===== config.mk =====
export PLATFORM = sky130hd
export DESIGN_NAME = gtc_top
export DESIGN_NICKNAME = d
export VERILOG_FILES = /design/src/shared/gtc_pkg.sv /design/src/hw/gtc_core.sv /design/src/hw/gtc_sync.sv /design/src/hw/gtc_top.sv
export SDC_FILE = /design/constraint.sdc
export NUM_CORES = 2
export LEC_CHECK = 0
export BUFFER_PORTS_ARGS = -buffer_cell sky130_fd_sc_hd__buf_2
export CAP_MARGIN = 40
export CORE_AREA = 4 4 413 415
export CTS_BUF_LIST = sky130_fd_sc_hd__clkbuf_2
export CTS_CLUSTER_DIAMETER = 40
export CTS_CLUSTER_SIZE = 40
export DETAILED_ROUTE_END_ITERATION = 10
export DIE_AREA = 0 0 417 419
export PLACE_DENSITY = 0.62
export SLEW_MARGIN = 0
export SYNTH_ARGS = -nofsm -noshare
export SYNTH_HDL_FRONTEND = slang
export SYNTH_SLANG_ARGS = --single-unit

===== constraint.sdc =====
create_clock -name hclk -period 2.52 [get_ports hclk]
set_input_delay 0.504 -clock hclk [delete_from_list [all_inputs] [get_ports hclk]]
set_output_delay 0.504 -clock hclk [all_outputs]
set_load 0.02 [all_outputs]

===== src/shared/gtc_pkg.sv =====
// Constants, types and register map for the four-way 32-bit timer/counter.
// Assumes a single hclk domain and word-only AHB-Lite register access.
package gtc_pkg;

    // Instance counts and data width
    localparam int GTC_NUM_TIMERS = 4;
    localparam int GTC_NUM_MATCH = 4;
    localparam int GTC_NUM_CAP = 2;
    localparam int GTC_NUM_DMA = 2;
    localparam int GTC_DW = 32;

    // Address split: timer select above a 64-byte block of 16 words
    localparam int GTC_ADDR_W = 8;
    localparam int GTC_TSEL_LSB = 6;
    localparam int GTC_TSEL_W = 2;
    localparam int GTC_OFF_W = 6;
    localparam int GTC_WORD_BYTES = 4;

    // Byte offsets inside one timer block
    localparam logic [5:0] GTC_OFF_CTRL = 6'h00;
    localparam logic [5:0] GTC_OFF_TC = 6'h04;
    localparam logic [5:0] GTC_OFF_PR = 6'h08;
    localparam logic [5:0] GTC_OFF_PC = 6'h0C;
    localparam logic [5:0] GTC_OFF_MR0 = 6'h10;
    localparam logic [5:0] GTC_OFF_CR0 = 6'h20;
    localparam logic [5:0] GTC_OFF_MCR = 6'h28;
    localparam logic [5:0] GTC_OFF_CCR = 6'h2C;
    localparam logic [5:0] GTC_OFF_EMR = 6'h30;
    localparam logic [5:0] GTC_OFF_DMAR = 6'h34;
    localparam logic [5:0] GTC_OFF_STATUS = 6'h38;
    localparam logic [5:0] GTC_OFF_MASK = 6'h3C;

    // Control word bits
    localparam int GTC_CTRL_EN = 0;
    localparam int GTC_CTRL_RST = 1;
    localparam int GTC_CTRL_MODE = 2;

    // Match control: two bits per match register
    localparam int GTC_MCR_RST = 0;
    localparam int GTC_MCR_STOP = 1;
    localparam int GTC_MCR_W = 2;

    // Capture control: two bits per capture channel
    localparam int GTC_CCR_RISE = 0;
    localparam int GTC_CCR_FALL = 1;
    localparam int GTC_CCR_W = 2;

    // External match word: states low, two action bits per output above
    localparam int GTC_EMR_ACT_LSB = 4;
    localparam int GTC_EMR_ACT_W = 2;
    localparam int GTC_EMR_W = 12;

    // Status and mask: match flags low, capture flags above
    localparam int GTC_ST_CAP_LSB = 4;
    localparam int GTC_ST_W = 6;

    // Reset value of every register
    localparam logic [31:0] GTC_RST_WORD = 32'h0000_0000;

    // AHB-Lite codes
    localparam logic [1:0] GTC_HTRANS_NONSEQ = 2'h2;
    localparam logic GTC_HRESP_OKAY = 1'h0;

    // Match output action
    typedef enum logic [1:0] {
        GTC_ACT_NONE = 2'h0,
        GTC_ACT_LOW = 2'h1,
        GTC_ACT_HIGH = 2'h2,
        GTC_ACT_TOGGLE = 2'h3
    } gtc_act_e;

    // Counting configuration handed to one core
    typedef struct packed {
        logic enable;
        logic cnt_rst;
        logic mode;
        logic [GTC_DW-1:0] prescale;
    } gtc_cfg_s;

    localparam gtc_cfg_s GTC_CFG_RST = '{1'h0, 1'h0, 1'h0, GTC_RST_WORD};

endpackage


===== src/hw/gtc_core.sv =====
// One timer/counter: prescaler, count register and match detection.
// Assumes the external tick is already synchronised and edge-detected.
`timescale 1ns/1ps
`default_nettype none
module gtc_core
    import gtc_pkg::*;
#(
    parameter int NM = GTC_NUM_MATCH
) (
    input wire logic clk,
    input wire logic rst_n,
    input wire logic ce,
    input wire gtc_cfg_s cfg,
    input wire logic [NM*GTC_MCR_W-1:0] mcr,
    input wire logic ext_rise,
    input wire logic [NM-1:0][GTC_DW-1:0] mr,
    input wire logic tc_wr,
    input wire logic [GTC_DW-1:0] tc_wdata,
    output logic [GTC_DW-1:0] tc_r,
    output logic [GTC_DW-1:0] pc_r,
    output logic [NM-1:0] match_ev,
    output logic stop_ev
);

    logic tick; // One counted clock
    logic term; // Prescaler reaches its limit
    logic [NM-1:0] rst_hit; // Match asking for a restart
    logic [NM-1:0] stop_hit; // Match asking for a halt

    assign tick = cfg.enable & ~cfg.cnt_rst & (cfg.mode ? ext_rise : 1'b1);
    assign term = tick & (pc_r == cfg.prescale);
    assign stop_ev = |stop_hit;

    // Compare every match register against the count
    genvar i;
    generate
        for (i = 0; i < NM; i++) begin : g_match
            assign match_ev[i] = term & (tc_r == mr[i]);
            assign rst_hit[i] = match_ev[i] & mcr[i*GTC_MCR_W+GTC_MCR_RST];
            assign stop_hit[i] = match_ev[i] & mcr[i*GTC_MCR_W+GTC_MCR_STOP];
        end
    endgenerate

    // Prescale counter; a count write restarts the prescaler
    always_ff @(posedge clk or negedge rst_n) begin
        if (!rst_n) begin
            pc_r <= GTC_RST_WORD;
        end else if (ce) begin
            if (cfg.cnt_rst || tc_wr) begin
                pc_r <= GTC_RST_WORD;
            end else if (term) begin
                pc_r <= GTC_RST_WORD;
            end else if (tick) begin
                pc_r <= pc_r + GTC_DW'(1);
            end
        end
    end

    // Count register; restart beats halt, halt beats increment
    always_ff @(posedge clk or negedge rst_n) begin
        if (!rst_n) begin
            tc_r <= GTC_RST_WORD;
        end else if (ce) begin
            if (cfg.cnt_rst) begin
                tc_r <= GTC_RST_WORD;
            end else if (tc_wr) begin
                tc_r <= tc_wdata;
            end else if (term) begin
                if (|rst_hit) begin
                    tc_r <= GTC_RST_WORD;
                end else if (!(|stop_hit)) begin
                    tc_r <= tc_r + GTC_DW'(1);
                end
            end
        end
    end

endmodule
`default_nettype wire


===== src/hw/gtc_sync.sv =====
// Two-flop synchroniser for a bus of asynchronous pin levels.
// Assumes each bit is an independent level; no bus coherence is given.
`timescale 1ns/1ps
`default_nettype none
module gtc_sync #(
    parameter int W = 1
) (
    input wire logic clk,
    input wire logic rst_n,
    input wire logic ce,
    input wire logic [W-1:0] d,
    output logic [W-1:0] q
);

    // First stage, read only by the second stage
    logic [W-1:0] meta_r;

    // Both stages freeze with the clock enable
    always_ff @(posedge clk or negedge rst_n) begin
        if (!rst_n) begin
            meta_r <= '0;
            q <= '0;
        end else if (ce) begin
            meta_r <= d;
            q <= meta_r;
        end
    end

endmodule
`default_nettype wire


===== src/hw/gtc_top.sv =====
// Four 32-bit timer/counters behind one AHB-Lite register slave.
// Assumes capture and external clock pins are asynchronous to hclk.
//
// The register offsets and register access over AHB-Lite were decided locally.
`timescale 1ns/1ps
`default_nettype none
module gtc_top
    import gtc_pkg::*;
#(
    parameter int NT = GTC_NUM_TIMERS,
    parameter int NM = GTC_NUM_MATCH,
    parameter int NC = GTC_NUM_CAP,
    parameter int ND = GTC_NUM_DMA
) (
    input wire logic hclk,
    input wire logic hresetn,
    input wire logic ce,
    input wire logic hsel,
    input wire logic [31:0] haddr,
    input wire logic [1:0] htrans,
    input wire logic hwrite,
    input wire logic [2:0] hsize,
    input wire logic [GTC_DW-1:0] hwdata,
    input wire logic hready,
    output logic hreadyout,
    output logic [GTC_DW-1:0] hrdata,
    output logic hresp,
    input wire logic [NT*NC-1:0] cap_in,
    input wire logic [NT-1:0] ext_clk_in,
    output logic [NT*NM-1:0] match_out,
    output logic [NT*ND-1:0] dma_req,
    output logic irq
);

    // Pins passed through the synchroniser
    localparam int SW = NT*NC + NT;

    // True when a word address lands on one register of one timer
    function automatic logic reg_hit(
        input logic [GTC_ADDR_W-1:0] a,
        input logic [GTC_TSEL_W-1:0] tid,
        input logic [GTC_OFF_W-1:0] off
    );
        logic same_t;
        same_t = (a[GTC_TSEL_LSB+GTC_TSEL_W-1:GTC_TSEL_LSB] == tid);
        return same_t && (a[GTC_OFF_W-1:0] == off);
    endfunction

    // Offset of the n-th word of a register group
    function automatic logic [GTC_OFF_W-1:0] grp_off(
        input logic [GTC_OFF_W-1:0] base,
        input int n
    );
        return base + GTC_OFF_W'(n*GTC_WORD_BYTES);
    endfunction

    // Bus transaction state
    logic acc; // Address phase taken this cycle
    logic wr_pend_r; // Write data phase in progress
    logic rd_pend_r; // Read wait cycle in progress
    logic [GTC_ADDR_W-1:0] addr_r; // Latched address
    logic hreadyout_r;
    logic [GTC_DW-1:0] hrdata_r;
    logic [GTC_DW-1:0] rd_word; // Read mux result
    logic [GTC_TSEL_W-1:0] rd_t; // Timer addressed by the read

    // Synchronised pins and their previous value for edge detection
    logic [SW-1:0] pin_s;
    logic [SW-1:0] pin_prev_r;
    logic [SW-1:0] pin_rise;
    logic [SW-1:0] pin_fall;

    // Per-timer software state
    gtc_cfg_s cfg_r [NT];
    logic [NT-1:0][NM-1:0][GTC_DW-1:0] mr_r;
    logic [NT-1:0][NC-1:0][GTC_DW-1:0] cap_r;
    logic [NT-1:0][NM*GTC_MCR_W-1:0] mcr_r;
    logic [NT-1:0][NC*GTC_CCR_W-1:0] ccr_r;
    logic [NT-1:0][GTC_EMR_W-1:0] emr_r;
    logic [NT-1:0][ND-1:0] dmar_r;
    logic [NT-1:0][GTC_ST_W-1:0] status_r;
    logic [NT-1:0][GTC_ST_W-1:0] mask_r;

    // Per-timer core results
    logic [NT-1:0][GTC_DW-1:0] tc_w;
    logic [NT-1:0][GTC_DW-1:0] pc_w;
    logic [NT-1:0][NM-1:0] match_w;
    logic [NT-1:0] stop_w;

    // Output flops
    logic [NT*ND-1:0] dma_req_r;
    logic irq_r;

    // Only word transfers exist, so the size is not decoded
    assign acc = hsel & hready & (htrans == GTC_HTRANS_NONSEQ);
    assign hreadyout = hreadyout_r;
    assign hrdata = hrdata_r;
    // Every transfer completes without error
    assign hresp = GTC_HRESP_OKAY;
    assign dma_req = dma_req_r;
    assign irq = irq_r;
    assign rd_t = addr_r[GTC_TSEL_LSB+GTC_TSEL_W-1:GTC_TSEL_LSB];

    // Address and data phase tracking; reads take one wait state
    always_ff @(posedge hclk or negedge hresetn) begin
        if (!hresetn) begin
            wr_pend_r <= 1'b0;
            rd_pend_r <= 1'b0;
            addr_r <= '0;
            hreadyout_r <= 1'b1;
        end else if (ce) begin
            if (acc) begin
                wr_pend_r <= hwrite;
                rd_pend_r <= ~hwrite;
                addr_r <= haddr[GTC_ADDR_W-1:0];
                // Wait state lets a preceding write land first
                hreadyout_r <= hwrite;
            end else begin
                wr_pend_r <= 1'b0;
                rd_pend_r <= 1'b0;
                hreadyout_r <= 1'b1;
            end
        end
    end

    // Read data captured in the wait cycle
    always_ff @(posedge hclk or negedge hresetn) begin
        if (!hresetn) begin
            hrdata_r <= GTC_RST_WORD;
        end else if (ce && rd_pend_r) begin
            hrdata_r <= rd_word;
        end
    end

    // Read mux over the addressed timer
    always_comb begin
        rd_word = GTC_RST_WORD;
        case (addr_r[GTC_OFF_W-1:0])
            GTC_OFF_CTRL: begin
                rd_word[GTC_CTRL_EN] = cfg_r[rd_t].enable;
                rd_word[GTC_CTRL_RST] = cfg_r[rd_t].cnt_rst;
                rd_word[GTC_CTRL_MODE] = cfg_r[rd_t].mode;
            end
            GTC_OFF_TC: rd_word = tc_w[rd_t];
            GTC_OFF_PR: rd_word = cfg_r[rd_t].prescale;
            GTC_OFF_PC: rd_word = pc_w[rd_t];
            GTC_OFF_MCR: rd_word[NM*GTC_MCR_W-1:0] = mcr_r[rd_t];
            GTC_OFF_CCR: rd_word[NC*GTC_CCR_W-1:0] = ccr_r[rd_t];
            GTC_OFF_EMR: rd_word[GTC_EMR_W-1:0] = emr_r[rd_t];
            GTC_OFF_DMAR: rd_word[ND-1:0] = dmar_r[rd_t];
            GTC_OFF_STATUS: rd_word[GTC_ST_W-1:0] = status_r[rd_t];
            GTC_OFF_MASK: rd_word[GTC_ST_W-1:0] = mask_r[rd_t];
            default: begin
                // Match and capture words; other holes read zero
                for (int i = 0; i < NM; i++) begin
                    if (addr_r[GTC_OFF_W-1:0] == grp_off(GTC_OFF_MR0, i)) begin
                        rd_word = mr_r[rd_t][i];
                    end
                end
                for (int c = 0; c < NC; c++) begin
                    if (addr_r[GTC_OFF_W-1:0] == grp_off(GTC_OFF_CR0, c)) begin
                        rd_word = cap_r[rd_t][c];
                    end
                end
            end
        endcase
    end

    // Capture and external clock pins are asynchronous
    gtc_sync #(
        .W(SW)
    ) u_sync (
        .clk(hclk),
        .rst_n(hresetn),
        .ce(ce),
        .d({ext_clk_in, cap_in}),
        .q(pin_s)
    );

    // Previous synchronised level for edge detection
    always_ff @(posedge hclk or negedge hresetn) begin
        if (!hresetn) begin
            pin_prev_r <= '0;
        end else if (ce) begin
            pin_prev_r <= pin_s;
        end
    end

    assign pin_rise = pin_s & ~pin_prev_r;
    assign pin_fall = ~pin_s & pin_prev_r;

    // Summary interrupt over all unmasked pending flags
    always_ff @(posedge hclk or negedge hresetn) begin
        if (!hresetn) begin
            irq_r <= 1'b0;
        end else if (ce) begin
            irq_r <= |(status_r & mask_r);
        end
    end

    genvar t;
    generate
        for (t = 0; t < NT; t++) begin : g_tmr
            localparam logic [GTC_TSEL_W-1:0] TID = GTC_TSEL_W'(t);
            logic [GTC_ST_W-1:0] st_set; // Events this cycle
            logic [GTC_ST_W-1:0] st_clr; // Read-clear this cycle
            logic [NC-1:0] cap_ev; // Capture events this cycle

            gtc_core #(
                .NM(NM)
            ) u_core (
                .clk(hclk),
                .rst_n(hresetn),
                .ce(ce),
                .cfg(cfg_r[t]),
                .mcr(mcr_r[t]),
                .ext_rise(pin_rise[NT*NC+t]),
                .mr(mr_r[t]),
                .tc_wr(wr_pend_r & reg_hit(addr_r, TID, GTC_OFF_TC)),
                .tc_wdata(hwdata),
                .tc_r(tc_w[t]),
                .pc_r(pc_w[t]),
                .match_ev(match_w[t]),
                .stop_ev(stop_w[t])
            );

            // Control and prescale; a halting match wins over software
            always_ff @(posedge hclk or negedge hresetn) begin
                if (!hresetn) begin
                    cfg_r[t] <= GTC_CFG_RST;
                end else if (ce) begin
                    if (wr_pend_r && reg_hit(addr_r, TID, GTC_OFF_CTRL)) begin
                        cfg_r[t].enable <= hwdata[GTC_CTRL_EN];
                        cfg_r[t].cnt_rst <= hwdata[GTC_CTRL_RST];
                        cfg_r[t].mode <= hwdata[GTC_CTRL_MODE];
                    end
                    if (wr_pend_r && reg_hit(addr_r, TID, GTC_OFF_PR)) begin
                        cfg_r[t].prescale <= hwdata;
                    end
                    if (stop_w[t]) begin
                        cfg_r[t].enable <= 1'b0;
                    end
                end
            end

            // Match registers
            always_ff @(posedge hclk or negedge hresetn) begin
                if (!hresetn) begin
                    mr_r[t] <= '0;
                end else if (ce && wr_pend_r) begin
                    for (int i = 0; i < NM; i++) begin
                        if (reg_hit(addr_r, TID, grp_off(GTC_OFF_MR0, i))) begin
                            mr_r[t][i] <= hwdata;
                        end
                    end
                end
            end

            // Match, capture and DMA selections, interrupt mask
            always_ff @(posedge hclk or negedge hresetn) begin
                if (!hresetn) begin
                    mcr_r[t] <= '0;
                    ccr_r[t] <= '0;
                    dmar_r[t] <= '0;
                    mask_r[t] <= '0;
                end else if (ce && wr_pend_r) begin
                    if (reg_hit(addr_r, TID, GTC_OFF_MCR)) begin
                        mcr_r[t] <= hwdata[NM*GTC_MCR_W-1:0];
                    end
                    if (reg_hit(addr_r, TID, GTC_OFF_CCR)) begin
                        ccr_r[t] <= hwdata[NC*GTC_CCR_W-1:0];
                    end
                    if (reg_hit(addr_r, TID, GTC_OFF_DMAR)) begin
                        dmar_r[t] <= hwdata[ND-1:0];
                    end
                    if (reg_hit(addr_r, TID, GTC_OFF_MASK)) begin
                        mask_r[t] <= hwdata[GTC_ST_W-1:0];
                    end
                end
            end

            // Match pin states; a match in the write cycle wins
            always_ff @(posedge hclk or negedge hresetn) begin
                if (!hresetn) begin
                    emr_r[t] <= '0;
                end else if (ce) begin
                    if (wr_pend_r && reg_hit(addr_r, TID, GTC_OFF_EMR)) begin
                        emr_r[t] <= hwdata[GTC_EMR_W-1:0];
                    end
                    for (int i = 0; i < NM; i++) begin
                        if (match_w[t][i]) begin
                            case (gtc_act_e'(emr_r[t][GTC_EMR_ACT_LSB
                                    + i*GTC_EMR_ACT_W +: GTC_EMR_ACT_W]))
                                GTC_ACT_LOW: emr_r[t][i] <= 1'b0;
                                GTC_ACT_HIGH: emr_r[t][i] <= 1'b1;
                                GTC_ACT_TOGGLE: emr_r[t][i] <= ~emr_r[t][i];
                                default: ; // No action lets a write land
                            endcase
                        end
                    end
                end
            end

            assign match_out[t*NM +: NM] = emr_r[t][NM-1:0];

            for (genvar c = 0; c < NC; c++) begin : g_cap
                assign cap_ev[c] =
                    (pin_rise[t*NC+c] & ccr_r[t][c*GTC_CCR_W+GTC_CCR_RISE])
                    | (pin_fall[t*NC+c] & ccr_r[t][c*GTC_CCR_W+GTC_CCR_FALL]);
            end

            always_ff @(posedge hclk or negedge hresetn) begin
                if (!hresetn) begin
                    cap_r[t] <= '0;
                end else if (ce) begin
                    for (int c = 0; c < NC; c++) begin
                        if (cap_ev[c]) begin
                            cap_r[t][c] <= tc_w[t];
                        end
                    end
                end
            end

            // capture and match flags feed the interrupt
            assign st_set = {cap_ev, match_w[t]};
            assign st_clr = (rd_pend_r
                && reg_hit(addr_r, TID, GTC_OFF_STATUS)) ? '1 : '0;

            // Pending flags; an event in the clearing read survives
            always_ff @(posedge hclk or negedge hresetn) begin
                if (!hresetn) begin
                    status_r[t] <= '0;
                end else if (ce) begin
                    status_r[t] <= (status_r[t] & ~st_clr) | st_set;
                end
            end

            // One-cycle DMA request per enabled match
            always_ff @(posedge hclk or negedge hresetn) begin
                if (!hresetn) begin
                    dma_req_r[t*ND +: ND] <= '0;
                end else if (ce) begin
                    dma_req_r[t*ND +: ND] <= match_w[t][ND-1:0] & dmar_r[t];
                end
            end
        end
    endgenerate

endmodule
`default_nettype wire


After elaboration in Yosys (flattened, before gate mapping)
Cells that the tools add are included.

$add $sub $neg: 8. Multiply operators: 0. Div/mod/pow operators: 0. Magnitude comparators: 2. Eq/ne operators: 91. Shift-type cells: 0. Muxes and demuxes: 123. Bitwise operators: 133. Reduce and logical (&&, ||, !) cells: 167.

Operator list (count): two-way mux 32 bit (40); == test 32 bit (20); adder 32 x 1 -> 32 bit, second input constant (8); binary-select mux 128 bit (select 2 bit) (1); binary-select mux 32 bit (select 2 bit) (2); binary-select mux 64 bit (select 2 bit) (1); two-way mux 128 bit (1); AND reduction 2 bit (61); AND 1 bit (82); one-hot mux 20 bit (4 select lines) (1); binary-select mux 35 bit (select 2 bit) (1); == test 2 bit, second input constant (35); logical AND 1 bit (70); two-way mux 35 bit (2); two-way mux 64 bit (1); == test 6 bit, second input constant (8); one-hot mux 1 bit (3 select lines) (16); two-way mux 6 bit (6); == test 2 x 1 -> 1 bit, second input constant (17); OR reduction 4 bit (8); two-way mux 1 bit (27); AND 24 bit (1); AND 6 bit (4); binary-select mux 12 bit (select 2 bit) (1); 43 further kinds (110).

Register bits: 1404. Latch bits: 0. Bits in writable memories: 0. ROM bits: 0. Input port bits: 87. Memories kept: 0.

Depth between registers and ports, before layout
Depth in word-level cells: 13. Depth in mapped cells: 13. Mapped depth without buffers: 9.

Hierarchy
From an unflattened synthesis, not the netlist that was laid out.

Cell total of the unflattened synthesis: 6369. Area total of the unflattened synthesis: 77197.8 um^2.

Modules (own cells, without submodules): gtc_top (instances 1, cells each 3502, area an instance 53077.2 um^2, sequential area each 28128.2 um^2); gtc_core at g_tmr[1].u_core ... (instances 2, cells each 725, area an instance 5899.4 um^2, sequential area each 1601.5 um^2); gtc_core at g_tmr[0].u_core (instances 1, cells each 696, area an instance 5743.0 um^2, sequential area each 1601.5 um^2); gtc_core at g_tmr[3].u_core (instances 1, cells each 670, area an instance 5581.6 um^2, sequential area each 1601.5 um^2); gtc_sync (instances 1, cells each 51, area an instance 997.2 um^2, sequential area each 600.6 um^2).

Worst setup path after synthesis
No wires, ideal clock.

Path type: register to register. Start: register g_tmr[1].u_core.tc_r[12]. End: register g_tmr[1].u_core.tc_r[22]. Arrival time: 2621 ps. Setup slack: -222 ps. Stages on the path, launching flop included: 11. Period minus slack after synthesis: 2742 ps. Path through: dfrtp_1 -> clkbuf_1 -> xnor2_1 -> nand4_1 -> nor4_1 -> nand3_1 -> and4_1 -> o21ai_1 -> clkbuf_1 -> o21ai_0 -> a22o_1.

Word-level cells in the longest chain between the ends: 8. Elaborated cells between the ends (all ways): 26. Those cells by class: 1 x add/sub; 5 x eq/ne; 5 x mux; 12 x bitwise; 3 x reduce/logical.

Ends and longest elaborated chain: start, declared (RTL line gtc_core.sv:19) `output logic [GTC_DW-1:0] tc_r,`; start signal, assigned (RTL line gtc_core.sv:67) `tc_r <= tc_wdata;`; start signal, assigned (RTL line gtc_core.sv:72) `tc_r <= tc_r + GTC_DW'(1);`; branches (longest 8 deep; another with adder 32 x 1 -> 32 bit).

Parallel ways; which one is timed is not known. The select of a mux whose other input is x is not followed. A chain may end at the register's enable or synchronous reset.

Worst setup path after layout
Start: register g_tmr[3].u_core.tc_r[28]. End: register g_tmr[3].u_core.tc_r[12].

Word-level cells in the longest chain between the ends: 8. Elaborated cells between the ends (all ways): 24. Those cells by class: 5 x eq/ne; 4 x mux; 12 x bitwise; 3 x reduce/logical.

Ends and longest elaborated chain: start, declared (RTL line gtc_core.sv:19); start signal, assigned (RTL line gtc_core.sv:67); start signal, assigned (RTL line gtc_core.sv:72); == test 32 bit (RTL line gtc_core.sv:38) `assign match_ev[i] = term & (tc_r == mr[i]);`; AND 1 bit (RTL line gtc_core.sv:38); AND 1 bit (RTL line gtc_core.sv:39) `assign rst_hit[i] = match_ev[i] & mcr[i*GTC_MCR_W+GTC_MCR_RST];`; OR reduction 4 bit (RTL line gtc_core.sv:69) `if (|rst_hit) begin`; two-way mux 32 bit (RTL line gtc_core.sv:69); two-way mux 32 bit (RTL line gtc_core.sv:68) `end else if (term) begin`; two-way mux 32 bit (RTL line gtc_core.sv:66) `end else if (tc_wr) begin`; two-way mux 32 bit (RTL line gtc_core.sv:64) `if (cfg.cnt_rst) begin`.

Several ways; a longest one is shown, not always the timed one. The select of a mux whose other input is x is not followed.

==> reports/results.ini <==
[synthesis]
synth-seq-cells = 1404
synth_top_area_share_pct = 45.88
synthFlopType = dfrtp_1
async_flop_share_pct = 100.0
yosysSeqAreaShare_pct = 45.91
avgSynthCellArea_um2 = 11.68
synth_top_area_cell = dfrtp_1
syn_nets = 6644
synth.yosys.warnings = 0
ys_top_cells_by_area = dfrtp_1, mux2_2, mux4_2, xnor2_1, xor2_1
synth_edf_count = 0
netlist_area_mm2 = 0.07652
netlist_instances = 6549
synth.distinct_cells = 82

[die]
io_pins = 146
die_h_um = 419
initial_core_util_pct = 45.92
fp-row-count = 150
die_w_um = 417
core_area_mm2 = 0.1667
die-area_mm2 = 0.1747

[route]
drt_iter0_drc = 11530
wl_per_cell_um = 38.78
route.detailed.drc = 0
vias = 73180
firstDrtPassIters = 8
ant_nets = 0
viasPerCell = 6.581
wl_mm = 431.2

[clock_tree]
ctsLongestPathBuffers = 4
clk_pin_slew_worst_paths_ns = 0.18
cts_tree = yes
h-tree-depth = 5
clk_latency_ns = 1.99
cts_sinks = 1404
cts_buffers = 274
root_buffer = clkbuf_2

[final_layout]
fin_nets = 8794
layout_commonest_cell = buf_4
multiInputGateArea_mm2 = 0.04230
syn_to_final_growth_pct = 38.49
regArea_mm2 = 0.03525
layout_common_cells = buf_4, dfrtp_1, mux2_2, nand2_1, xnor2_1
layout-drive-gt1-share_pct = 51.51
final_util_pct = 63.59
fillers = 13440

[setup_path]
end_kind = register
reg2reg_slack_ns = -0.81
reg2reg_to = g_tmr[3].u_core.tc_r[12]
worstPathArrival_ns = 5.02
reg2regPathDepth = 12
path_max_fanout = 7
r2r_start = g_tmr[3].u_core.tc_r[28]
critical_path_required_ns = 4.22
critPathLaunchType = register
worstSetupPathType = register to register

[sta]
post-route-period-util_pct = 132.0
grt_setup_unrepaired = yes
slew_headroom_pct = 9.615
max_freq_mhz = 300.6
worst_slew_pin_slew_ns = 1.356
slew_viol_final = 0
fin_skew_ns = 0.2032
setup_viol = 982
period_needed_ns = 3.326
fin_ws_ns = -0.8063
holdWs_ns = 0.1189
hold_viol_final = 0

[power]
internal_power_mw = 35.28
switching_share_pct = 34.34
clockPowerShare_pct = 33.1
p_comb_share_pct = 22.7
p_sw_mw = 18.45
seq_power_share_pct = 44.2
p_leak_nw = 50.53
ir_worst_vdd_mv = 0.5151
powerDensity_mw_per_mm2 = 507.0

[global_route]
top_usage_layer = met2
use_met1_pct = 62.48
use_met3_pct = 19.86
first_global_vias = 69800
grt_pass1_wl_mm = 578.5
antenna_found_initial = 36
grt_usage_pct = 48.32
grt_max_degree = 73
met2_usage_pct = 65.40
grt.overflow.total = 0

[hold_path]
min_path_type = primary input to register
min_to = g_tmr[0].u_core.tc_r[11]
whs_path_depth = 6
min-delay-start = ce

[placed_design]
gp_congestion = 1.124
io_buffers = 117
hpwl_mm = 327.7

[flow_run]
maxCapViolCount = 0

[outcome]
status = finished, violations left
violations = setup timing

worst max-delay path by stage:
| stage | start | endpoint | slack [ns] | cells after the start |
|---|---|---|---|---|
| 2_1_floorplan | addr_r[0] | g_tmr[2].u_core.tc_r[30] | -0.14 | 13 |
| 3_3_place_gp | g_tmr[3].u_core.tc_r[6] | g_tmr[3].u_core.tc_r[12] | -1.61 | 11 |
| 3_5_place_dp | g_tmr[2].u_core.tc_r[31] | g_tmr[2].u_core.tc_r[19] | -1.56 | 10 |
| 4_1_cts | match_out[11] | match_out[11] | -0.74 | 1 |
| 5_1_grt | g_tmr[1].u_core.tc_r[20] | g_tmr[1].u_core.tc_r[16] | -0.77 | 16 |
| 6_report | g_tmr[3].u_core.tc_r[28] | g_tmr[3].u_core.tc_r[12] | -0.81 | 12 |
power by group through the flow:
stage / clock (mW) / sequential, mW / combinational (mW)
finish: 17.8 / 23.8 / 12.2
global route: 18.8 / 23.8 / 12.4
CTS: 17.8 / 23.7 / 11.1
detailed placement: 0 / 24.1 / 10.4
global placement: 0 / 24.1 / 10.4
floorplan: 0 / 23.8 / 4.62
per-layer routing:
layer  wire length [um]  vias to the layer above
met5                 94                        -
met1             157900                    37110
met2             168800                     5979
met4              40110                       16
met3              64310                     1479
li1                   -                    28590
kinds of logic (layout without fill, tap and decap cells):
group                    Yosys count  after routing  share of synthesized area [%]
buffers and inverters            657           2997                          3.525
multiplexers                    1299           1299                          23.93
AO/OA/AOI/OAI                    984            984                          8.566
flip-flops                      1404           1404                          45.91
XOR/XNOR                         717            717                          8.206
adder cells (fa/ha/maj)            8              8                         0.1308
other                              1             27                       0.004901
AND/OR/NAND/NOR                 1479           1480                          9.717
what timing repair did:
action,CTS,global route
gates resized for setup,434,475
endpoints found under the setup margin,917,1059
hold buffers,161,1
pin swaps,75,193
buffers inserted,60,95
hold endpoints to repair,2804,1
gates cloned,8,7
layout make-up:
cell class / count / area share [%]
clock inverters: 154 / 1.621
multi-input cells: 4489 / 39.91
flip-flops and latches: 1404 / 33.26
diodes: 26 / 0.06139
inverters: 87 / 0.3081
repair buffers: 2443 / 20.76
well taps: 2204 / 2.602
clock buffers: 313 / 1.478
Yosys cell counts, drive strengths merged, types with 12 or more instances:
master   number
dfrtp      1403
a21o         27
nor3         76
nand2b       16
or4          12
xnor2       435
mux2i        14
o31ai        33
and3         69
xor2        282
a21oi       148
mux4        329
and2         27
inv          87
clkbuf      384
a22o         71
a221o        20
nor4        138
nand3b       12
a31oi        45
or3          30
a41oi        12
o2bb2ai      27
o21ai       306
o211ai       17
o22ai        28
nand2       454
a221oi       20
o41ai        15
buf         186
nand3       157
or2          12
nor3b        13
mux2        956
nand4       172
and4         35
nor2        231
a22oi       135
per-stage QoR:
step / cells / area (um2) / TNS [ns] / setup WS, ns / total power [mW]
final: 11120 / 106000 / -296.37 / -0.8063 / 53.73
after global routing: 11100 / 105900 / -311.22 / -0.7733 / 54.96
after CTS: 11000 / 102800 / -244.57 / -0.7416 / 52.55
after detailed placement: 10310 / 95170 / -289.65 / -1.565 / 34.53
after global placement: 10300 / 95100 / -395.56 / -1.614 / 34.46
after floorplan: 6549 / 76870 / -4.877 / -0.1403 / 28.46
flip-flops by register name (all words and copies together), names as in the netlist:
signal / count
dma_req: 8
ccr_r: 16
hreadyout: 1
mask_r: 24
match_out: 16
addr_r: 8
hrdata: 32
rd_pend_r: 1
u_sync.q: 12
g_tmr.u_core.tc_r: 128
cap_r: 256
irq: 1
dmar_r: 8
g_tmr.u_core.pc_r: 128
wr_pend_r: 1
status_r: 24
emr_r: 32
mcr_r: 32
cfg_r: 140
mr_r: 512
u_sync.meta_r: 12
pin_prev_r: 12
worst max-delay path, stage by stage (launching register included):
cell	delay, ns
dfrtp_2	0.50
buf_12	0.17
xnor2_4	0.21
nand4_1	0.48
nor4_4	0.52
buf_6	0.19
and3_4	0.20
o41a_1	0.18
buf_12	0.13
nor2_4	0.07
nor2_4	0.13
buf_6	0.19
o22ai_2	0.14
Power figures use the tool's default switching activity.
